File: config.mk
export PLATFORM = sky130hd
export DESIGN_NAME = osr_top
export DESIGN_NICKNAME = d
export VERILOG_FILES = /design/src/rtl/osr_pkg.sv /design/src/rtl/osr_sync.sv /design/src/rtl/osr_top.sv
export VERILOG_INCLUDE_DIRS = /design/src /design/src/rtl
export SDC_FILE = /design/constraint.sdc
export NUM_CORES = 1
export LEC_CHECK = 0
export ABC_AREA = 1
export BUFFER_PORTS_ARGS = -buffer_cell sky130_fd_sc_hd__buf_2
export CAP_MARGIN = 20
export CORE_UTILIZATION = 35
export CTS_CLUSTER_SIZE = 24
export DETAILED_ROUTE_END_ITERATION = 8
export PLACE_DENSITY = 0.84
export SLEW_MARGIN = 20
export SYNTH_ARGS = -nofsm -noshare
export SYNTH_HDL_FRONTEND = slang
export SYNTH_SLANG_ARGS = --single-unit
File: constraint.sdc
create_clock -name mclk_in -period 2.7 [get_ports mclk_in]
set_input_delay 0.27 -clock mclk_in [delete_from_list [all_inputs] [get_ports mclk_in]]
set_output_delay 0.27 -clock mclk_in [all_outputs]
set_load 0.1 [all_outputs]
File: src/rtl/osr_defs.svh
/*
 Constants of the operation status reporting block: bit positions,
 widths, reset values. Assumes nothing beyond a preprocessor.
*/
`ifndef OSR_DEFS_SVH
`define OSR_DEFS_SVH
`define OSR_COND_W 16
`define OSR_WAIT_ARM_BIT 6
`define OSR_STB_OPER_BIT 7
`define OSR_PTR_RESET 16'hffff
`define OSR_NTR_RESET 16'h0000
`define OSR_ENAB_RESET 16'h0000
`define OSR_LEVEL_W 12
`define OSR_LEVEL_RESET 12'h000
`endif

File: src/rtl/osr_pkg.sv
/*
 Types of the operation status reporting block.
 Assumes osr_defs.svh is on the include path.
*/
`include "osr_defs.svh"
package osr_pkg;
	typedef enum logic [1:0] {
		OSR_IDLE,
		OSR_WAIT_ARM,
		OSR_WAIT_TRIG
	} osr_state_type;
	typedef enum logic {
		OSR_ARM_EXT,
		OSR_ARM_LEVEL
	} osr_arm_src_type;
endpackage

File: src/rtl/osr_sync.sv
/*
 Two-flop synchroniser for one level from outside the clock domain.
 Assumes one clock, synchronous active-high reset.
*/
`timescale 1ns/1ps
`default_nettype none
module osr_sync (
	input wire logic mclk_in,
	input wire logic rst_in,
	input wire logic async_in,
	output logic sync_out
);
	logic meta_q;
	logic meta_d;
	logic sync_q;
	logic sync_d;

	always_comb begin
		meta_d = async_in;
		sync_d = meta_q;
	end

	always_ff @(posedge mclk_in) begin
		if (rst_in) begin
			meta_q <= 1'b0;
			sync_q <= 1'b0;
		end else begin
			meta_q <= meta_d;
			sync_q <= sync_d;
		end
	end

	assign sync_out = sync_q;
endmodule
`default_nettype wire

File: src/rtl/osr_top.sv
/*
 Operation status group of a digitizer: condition, transition filter,
 sticky events, enable mask, status byte summary, and the arm/trigger
 sequencing that drives the wait-for-arm condition.
 Assumes a command processor (text or opcode path) presents writes and
 commands as one-cycle pulses on mclk_in; the arm pin and the input
 comparator are asynchronous and are synchronised here.
*/
`timescale 1ns/1ps
`default_nettype none
`include "osr_defs.svh"
// How it works
// - Initiate raises wait-for-arm condition bit 6
// - Arm received while waiting drops condition bit 6
// - Reset: rising-edge mask all ones, falling-edge mask all zeros
// - Separate writable rising and falling transition masks, 16 bits each
// - Selected edge sets its event bit high, whatever its direction
// - Events AND enable mask, ORed into operation summary bit
// - Enabled event sets status byte bit 7, new events only, either direction
// - Level arm source arms on rising edge of the synchronised comparator input; arm_level_in is not used
// - Held trigger: no sample until immediate trigger command
// - Control by translated text commands or direct opcode writes
module osr_top
	import osr_pkg::*;
(
	input wire logic mclk_in,
	input wire logic rst_in,
	input wire logic host_sel_in,
	input wire logic msg_wr_in,
	input wire logic [1:0] msg_addr_in,
	input wire logic [15:0] msg_data_in,
	input wire logic reg_wr_in,
	input wire logic [1:0] reg_addr_in,
	input wire logic [15:0] reg_data_in,
	input wire logic init_in,
	input wire logic trig_imm_in,
	input wire logic clear_in,
	input wire logic event_rd_in,
	input wire logic stb_rd_in,
	input wire logic arm_src_level_in,
	input wire logic trig_hold_in,
	input wire logic [`OSR_LEVEL_W-1:0] arm_level_in,
	input wire logic ext_arm_in,
	input wire logic input_level_arm_source_in,
	output logic [15:0] condition_out,
	output logic [15:0] event_out,
	output logic [7:0] status_byte_out,
	output logic sample_out
);
	// Write address map of the mask registers
	localparam logic [1:0] ADDR_PTR = 2'h0;
	localparam logic [1:0] ADDR_NTR = 2'h1;
	localparam logic [1:0] ADDR_ENAB = 2'h2;

	logic arm_pin_s;
	logic level_above_s;
	logic level_above_q;
	logic level_above_d;
	osr_state_type state_q;
	osr_state_type state_d;
	logic [15:0] cond_q;
	logic [15:0] cond_d;
	logic [15:0] ptr_q;
	logic [15:0] ptr_d;
	logic [15:0] ntr_q;
	logic [15:0] ntr_d;
	logic [15:0] enab_q;
	logic [15:0] enab_d;
	logic [15:0] event_q;
	logic [15:0] event_d;
	logic [7:0] stb_q;
	logic [7:0] stb_d;
	logic sample_q;
	logic sample_d;
	logic wr;
	logic [1:0] waddr;
	logic [15:0] wdata;
	logic arm;
	logic [15:0] hits;
	logic oper_sum;

	// Pins cross into the clock domain before any logic sees them
	osr_sync u_sync_arm (
		.mclk_in(mclk_in),
		.rst_in(rst_in),
		.async_in(ext_arm_in),
		.sync_out(arm_pin_s)
	);
	osr_sync u_sync_lvl (
		.mclk_in(mclk_in),
		.rst_in(rst_in),
		.async_in(input_level_arm_source_in),
		.sync_out(level_above_s)
	);

	always_comb begin
		wr = host_sel_in ? reg_wr_in : msg_wr_in;
		waddr = host_sel_in ? reg_addr_in : msg_addr_in;
		wdata = host_sel_in ? reg_data_in : msg_data_in;
		level_above_d = level_above_s;
		if (arm_src_level_in) begin
			arm = level_above_s && !level_above_q;
		end else begin
			arm = arm_pin_s;
		end
	end

	always_comb begin
		state_d = state_q;
		sample_d = 1'b0;
		case (state_q)
			OSR_IDLE: begin
				if (init_in) begin
					state_d = OSR_WAIT_ARM;
				end
			end
			OSR_WAIT_ARM: begin
				if (arm) begin
					state_d = OSR_WAIT_TRIG;
				end
			end
			OSR_WAIT_TRIG: begin
				if (!trig_hold_in || trig_imm_in) begin
					sample_d = 1'b1;
					state_d = OSR_IDLE;
				end
			end
			default: state_d = OSR_IDLE;
		endcase
		cond_d = 16'h0000;
		cond_d[`OSR_WAIT_ARM_BIT] = (state_d == OSR_WAIT_ARM);
	end

	always_comb begin
		ptr_d = ptr_q;
		ntr_d = ntr_q;
		enab_d = enab_q;
		if (wr) begin
			if (waddr == ADDR_PTR) begin
				ptr_d = wdata;
			end else if (waddr == ADDR_NTR) begin
				ntr_d = wdata;
			end else if (waddr == ADDR_ENAB) begin
				enab_d = wdata;
			end
		end
		hits = (ptr_q & cond_d & ~cond_q) | (ntr_q & ~cond_d & cond_q);
		// cleared only by read or clear; set wins
		event_d = ((clear_in || event_rd_in) ? 16'h0000 : event_q) | hits;
		// enabled summary
		// New enabled events only, so a status read is not undone
		oper_sum = |(hits & enab_q);
		stb_d = (clear_in || stb_rd_in) ? 8'h00 : stb_q;
		if (oper_sum) begin
			stb_d[`OSR_STB_OPER_BIT] = 1'b1;
		end
	end

	always_ff @(posedge mclk_in) begin
		if (rst_in) begin
			state_q <= OSR_IDLE;
			cond_q <= 16'h0000;
			ptr_q <= `OSR_PTR_RESET;
			ntr_q <= `OSR_NTR_RESET;
			enab_q <= `OSR_ENAB_RESET;
			event_q <= 16'h0000;
			stb_q <= 8'h00;
			sample_q <= 1'b0;
			level_above_q <= 1'b0;
		end else begin
			state_q <= state_d;
			cond_q <= cond_d;
			ptr_q <= ptr_d;
			ntr_q <= ntr_d;
			enab_q <= enab_d;
			event_q <= event_d;
			stb_q <= stb_d;
			sample_q <= sample_d;
			level_above_q <= level_above_d;
		end
	end

	assign condition_out = cond_q;
	assign event_out = event_q;
	assign status_byte_out = stb_q;
	assign sample_out = sample_q;

	// Assertions
	a_cond_rise: assert property (@(posedge mclk_in) disable iff (rst_in)
		(state_q == OSR_IDLE && init_in) |=> condition_out[6])
		else $error("wait-for-arm bit not raised");
	a_cond_fall: assert property (@(posedge mclk_in) disable iff (rst_in)
		(state_q == OSR_WAIT_ARM && arm) |=> !condition_out[6])
		else $error("wait-for-arm bit not dropped");
	a_reset_masks: assert property (@(posedge mclk_in)
		$past(rst_in) |-> (ptr_q == 16'hffff && ntr_q == 16'h0000))
		else $error("mask reset values wrong");
	a_mask_write: assert property (@(posedge mclk_in) disable iff (rst_in)
		(wr && waddr == ADDR_NTR) |=> ntr_q == $past(wdata))
		else $error("falling mask write lost");
	a_event_set: assert property (@(posedge mclk_in) disable iff (rst_in)
		(ntr_q[6] && cond_q[6] && !cond_d[6]) |=> event_out[6])
		else $error("falling edge event not set");
	a_summary: assert property (@(posedge mclk_in) disable iff (rst_in)
		(|(hits & enab_q)) |=> status_byte_out[7])
		else $error("summary did not reach status byte");
	a_stb_cause: assert property (@(posedge mclk_in) disable iff (rst_in)
		$rose(status_byte_out[7]) |-> |(event_out & $past(enab_q)))
		else $error("bit 7 set without enabled event");
	a_trig_hold: assert property (@(posedge mclk_in) disable iff (rst_in)
		(state_q == OSR_WAIT_TRIG && trig_hold_in && !trig_imm_in)
		|=> !sample_out)
		else $error("sample taken while trigger held");
	a_event_sticky: assert property (@(posedge mclk_in) disable iff (rst_in)
		(event_q[6] && !clear_in && !event_rd_in) |=> event_out[6])
		else $error("event bit lost without clear");
	a_stb_clear: assert property (@(posedge mclk_in) disable iff (rst_in)
		(stb_rd_in && !(|(hits & enab_q))) |=> !status_byte_out[7])
		else $error("status bit 7 not cleared by read");
endmodule
`default_nettype wire

; ---- Word level (Yosys, flattened, before mapping)
; Cells that the tools add are included.
[totals]
in_bits = 62
ff_bits = 89
elab_cells = 57
[op_classes]
muxes = 12
n_reduce_logical = 14
n_bitwise = 12
n_eq_ne = 5
[ops]
columns = op, n
row1 = AND 16 bit, 4
row2 = two-way mux 16 bit, 2
row3 = OR 16 bit, 2
row4 = AND 16 x 7 -> 16 bit, 1
row5 = NOT 16 bit, 1
row6 = NOT 7 -> 16 bit, 1
row7 = OR reduction 16 bit, 1
row8 = two-way mux 2 bit, 4
row9 = two-way mux 8 bit, 1
row10 = equality test 2 x 1 -> 1 bit (second input constant), 3
row11 = case mux 2 bit (3 select lines), 1
row12 = equality test 2 bit (second input constant), 2
row13 = logical NOT 2 bit, 2
row14 = two-way mux 1 bit, 4
row15 = AND reduction 4 bit, 1
row16 = logical OR 1 bit, 3
row17 = NOT 1 bit, 3
row18 = AND reduction 3 bit, 1
row19 = logical NOT 1 bit, 2
row20 = AND reduction 2 bit, 1
row21 = nonzero test 2 bit, 1
row22 = OR reduction 2 bit, 1
row23 = logical AND 1 bit, 1

; ---- Depth between registers and ports, before layout
[depth]
depth_word = 13
mapped_depth = 8

; ---- Modules after synthesis
; Synthesis repeated with hierarchy kept, for this count alone.
[hier_totals]
hier_cells = 120
area_unflattened_um2 = 870.8
[modules_own_cells]
columns = mod, area_per_inst_um2, n_inst, cells_per_inst, seq_area_each_um2
row1 = osr_top, 760.7, 1, 108, 200.2
row2 = osr_sync, 55.1, 2, 6, 40.0

; ---- Worst setup path after synthesis
; Ideal clock, no wire load.
[synth_timing]
path_type = register to register
startpoint = register status_byte_out[7] (netlist name)
endpoint = register stb_q[7] (netlist: status_byte_out[7])
period_less_slack_ns = 1.613
path_buffers = 0
t_arrival_ns = 1.542
slack_ns = 1.087
path_stages_with_launch = 3
t_required_ns = 2.629
cell_sequence = dfxtp_1 -> or3b_2 -> a21oi_1
[synth_rtl]
columns = element, line
row1 = "end signal, assigned", osr_top.sv:177  ; stb_q <= stb_d;
row2 = "end, declared", osr_top.sv:71  ; logic [7:0] stb_q;

; ---- Worst setup path in the final report
[layout_timing]
startpoint = register cond_q[6] (netlist: condition_out[6])
endpoint = output condition_out[6]
[layout_rtl]
columns = element, line
row1 = "start, declared", osr_top.sv:61  ; logic [15:0] cond_q;
row2 = "start signal, assigned", osr_top.sv:172  ; cond_q <= cond_d;
row3 = "end, declared", osr_top.sv:45  ; output logic [15:0] condition_out,
; No word-level cell between the ends.

==> qor.yml <==
crit_arrival_ns: 1.06
cts_resized: 0
fin_util_pct: 39.9
start_kind: "flop"
holdWs_ns: 0.180
final_common_cell: "conb_1"
path_class: "reg -> out"
final_cell_mix: "37 x conb_1, 23 x buf_2, 16 x inv_1"
reg2reg_depth: 6
cts_buffers: 3
min_from: "input_level_arm_source_in"
grt_pass1_wl_mm: 1.75
remaining_drc_errors: 0
finalNonFillerCells: 171
tns_ns: 0
first_global_vias: 475
placed_cells: 167
coreArea_mm2: 0.00228
syn_inst: 118
ys_types: 16
period_share_pct: 49.1
worst-path-buf-inv: 1
crit_chain: "buf_2"
ys_ff_latch: 14
dp_hpwl_um: 951
drive_gt1_share_pct: 21.7
hold_path_depth: 3
place_congestion: 0.641
die_w_um: 51.8
initial_core_util_pct: 38.2
path_delay_family: "buffers and inverters"
max_stage_delay_ns: 0.43
hp-class: "in -> reg"
grt_start_max_net_pins: 15
via_per_inst: 3.81
required_ns: 2.43
hold_buffers: 0
reg2reg_slack_ns: 1.69
whs_endpoint: "u_sync_lvl.meta_q"
synth_area_um2: 868
ys_seq_area_share_pct: 32.3
synth_top_area_share_pct: 32.3
overflow: 0
synthTopCellsByArea: "dfxtp_1 32%, buf_4 32%, inv_1 6.9%"
antenna_left: 0
cts_buffer_depth: 2
post_cts_buffers: 0
ys_warn_count: 0
drtIter0Drc: 10
rsz0062_at_grt: "false"
setup_violations: 0
ir_worst_vdd_mv: 0.297
htree_levels: 1
cp_max_fo: 3
drv_slew: 0
pin_count: 103
rows: 17
vias: 652
cap_violations: 0
drt-total-wl_mm: 1.13
grt_usage_pct: 9.03
finalHoldViolCount: 0
die_h_um: 51.8
wl_per_cell_um: 6.62
dr.pass1.iters: 2
antenna_found_initial: 0
cts_tree: "yes"
max_freq_mhz: 754
crit_slowest_cell: "buf_2"
worstSkewPairLatency_ns: 0.28
path_clk_slew_ns: 0.08
cts_root_buffer: "clkbuf_4"
syn_area_per_cell_um2: 7.36
synth_area_leader_cell: "dfxtp_1"
period_minus_slack_ns: 1.33
portBuffers: 23
dieArea_mm2: 0.00268
p_leak_nw: 0.523
clock_skew_ns: 0.000806
clkSinkCount: 14
nets: 206
r2r_start: "state_q[0]"
status: "complete, no violations"
diodes: 0
power.density_mw_per_mm2: 739
timing.rr.end: "status_byte_out[7]"
endpoint_kind: "output pin"
power.total_uw: 671
area_growth_pct: 4.61
-- how the worst max path moves through the flow --
stage,startpoint,end,cells past startpoint,slack [ns]
5_1_grt,condition_out[6],condition_out[6],1,1.31
3_5_place_dp,host_sel_in,ptr_q[6],4,1.58
6_report,condition_out[6],condition_out[6],1,1.37
4_1_cts,condition_out[6],condition_out[6],1,1.35
3_3_place_gp,host_sel_in,ptr_q[6],4,1.59
2_1_floorplan,status_byte_out[7],status_byte_out[7],2,1.09
-- layer usage --
layer  vias up  track usage (%)  wire [um]
li1        337                -          -
met1       272             10.0        498
met2        41             14.7        500
met3         2             2.34        103
met4         0             6.76         29
met5         -                0          0
-- final cells by class --
type                       count  area [um^2]
multi-input combinational     86          382
tap                           28         35.0
inverter                      16         60.1
clock buffer                   4         36.3
timing repair buffer          23          115
sequential                    14          280
fill                         240         1370
-- report_power, final --
part	internal, mW	total [mW]	switching, mW
sequential	0.217	0.222	0.00482
clock	0.0822	0.149	0.0671
combinational	0.0265	0.300	0.273
total	0.326	0.671	0.345
-- cells by family (layout without fill, tap and decap cells) --
| family | Yosys count | in the layout | synth area share, % |
|---|---|---|---|
| buffers and inverters | 54 | 43 | 39.3 |
| muxes | 1 | 1 | 1.30 |
| DFF | 14 | 14 | 32.3 |
| AOI/OAI and AO/OA | 8 | 8 | 4.61 |
| other | 1 | 37 | 0.432 |
| and+or+nand+nor | 40 | 40 | 22.0 |
-- Yosys cell counts, drive strengths merged --
| cell | instances |
|---|---|
| o21ai | 4 |
| nor2 | 14 |
| or3b | 1 |
| nand3 | 5 |
| or2 | 1 |
| dfxtp | 14 |
| buf | 37 |
| a21oi | 4 |
| inv | 16 |
| nand3b | 2 |
| clkbuf | 1 |
| nor3b | 2 |
| nor4 | 1 |
| mux2 | 1 |
| conb | 1 |
| nand2 | 14 |
-- state kept, by name, summed over array words and instances, names as in the netlist --
| signal | count |
|---|---|
| event_out | 1 |
| u_sync_lvl.meta_q | 1 |
| u_sync_arm.meta_q | 1 |
| condition_out | 1 |
| level_above_q | 1 |
| u_sync_lvl.sync_out | 1 |
| state_q | 2 |
| enab_q | 1 |
| u_sync_arm.sync_out | 1 |
| status_byte_out | 1 |
| ntr_q | 1 |
| ptr_q | 1 |
| sample_out | 1 |
-- per-stage QoR --
step | cell area (um^2) | setup WS, ns
after floorplan | 1000 | 1.09
after CTS | 908 | 1.35
after detailed placement | 872 | 1.58
after global placement | 872 | 1.59
after global routing | 908 | 1.31
final | 908 | 1.37
Power figures use the tool's default switching activity.
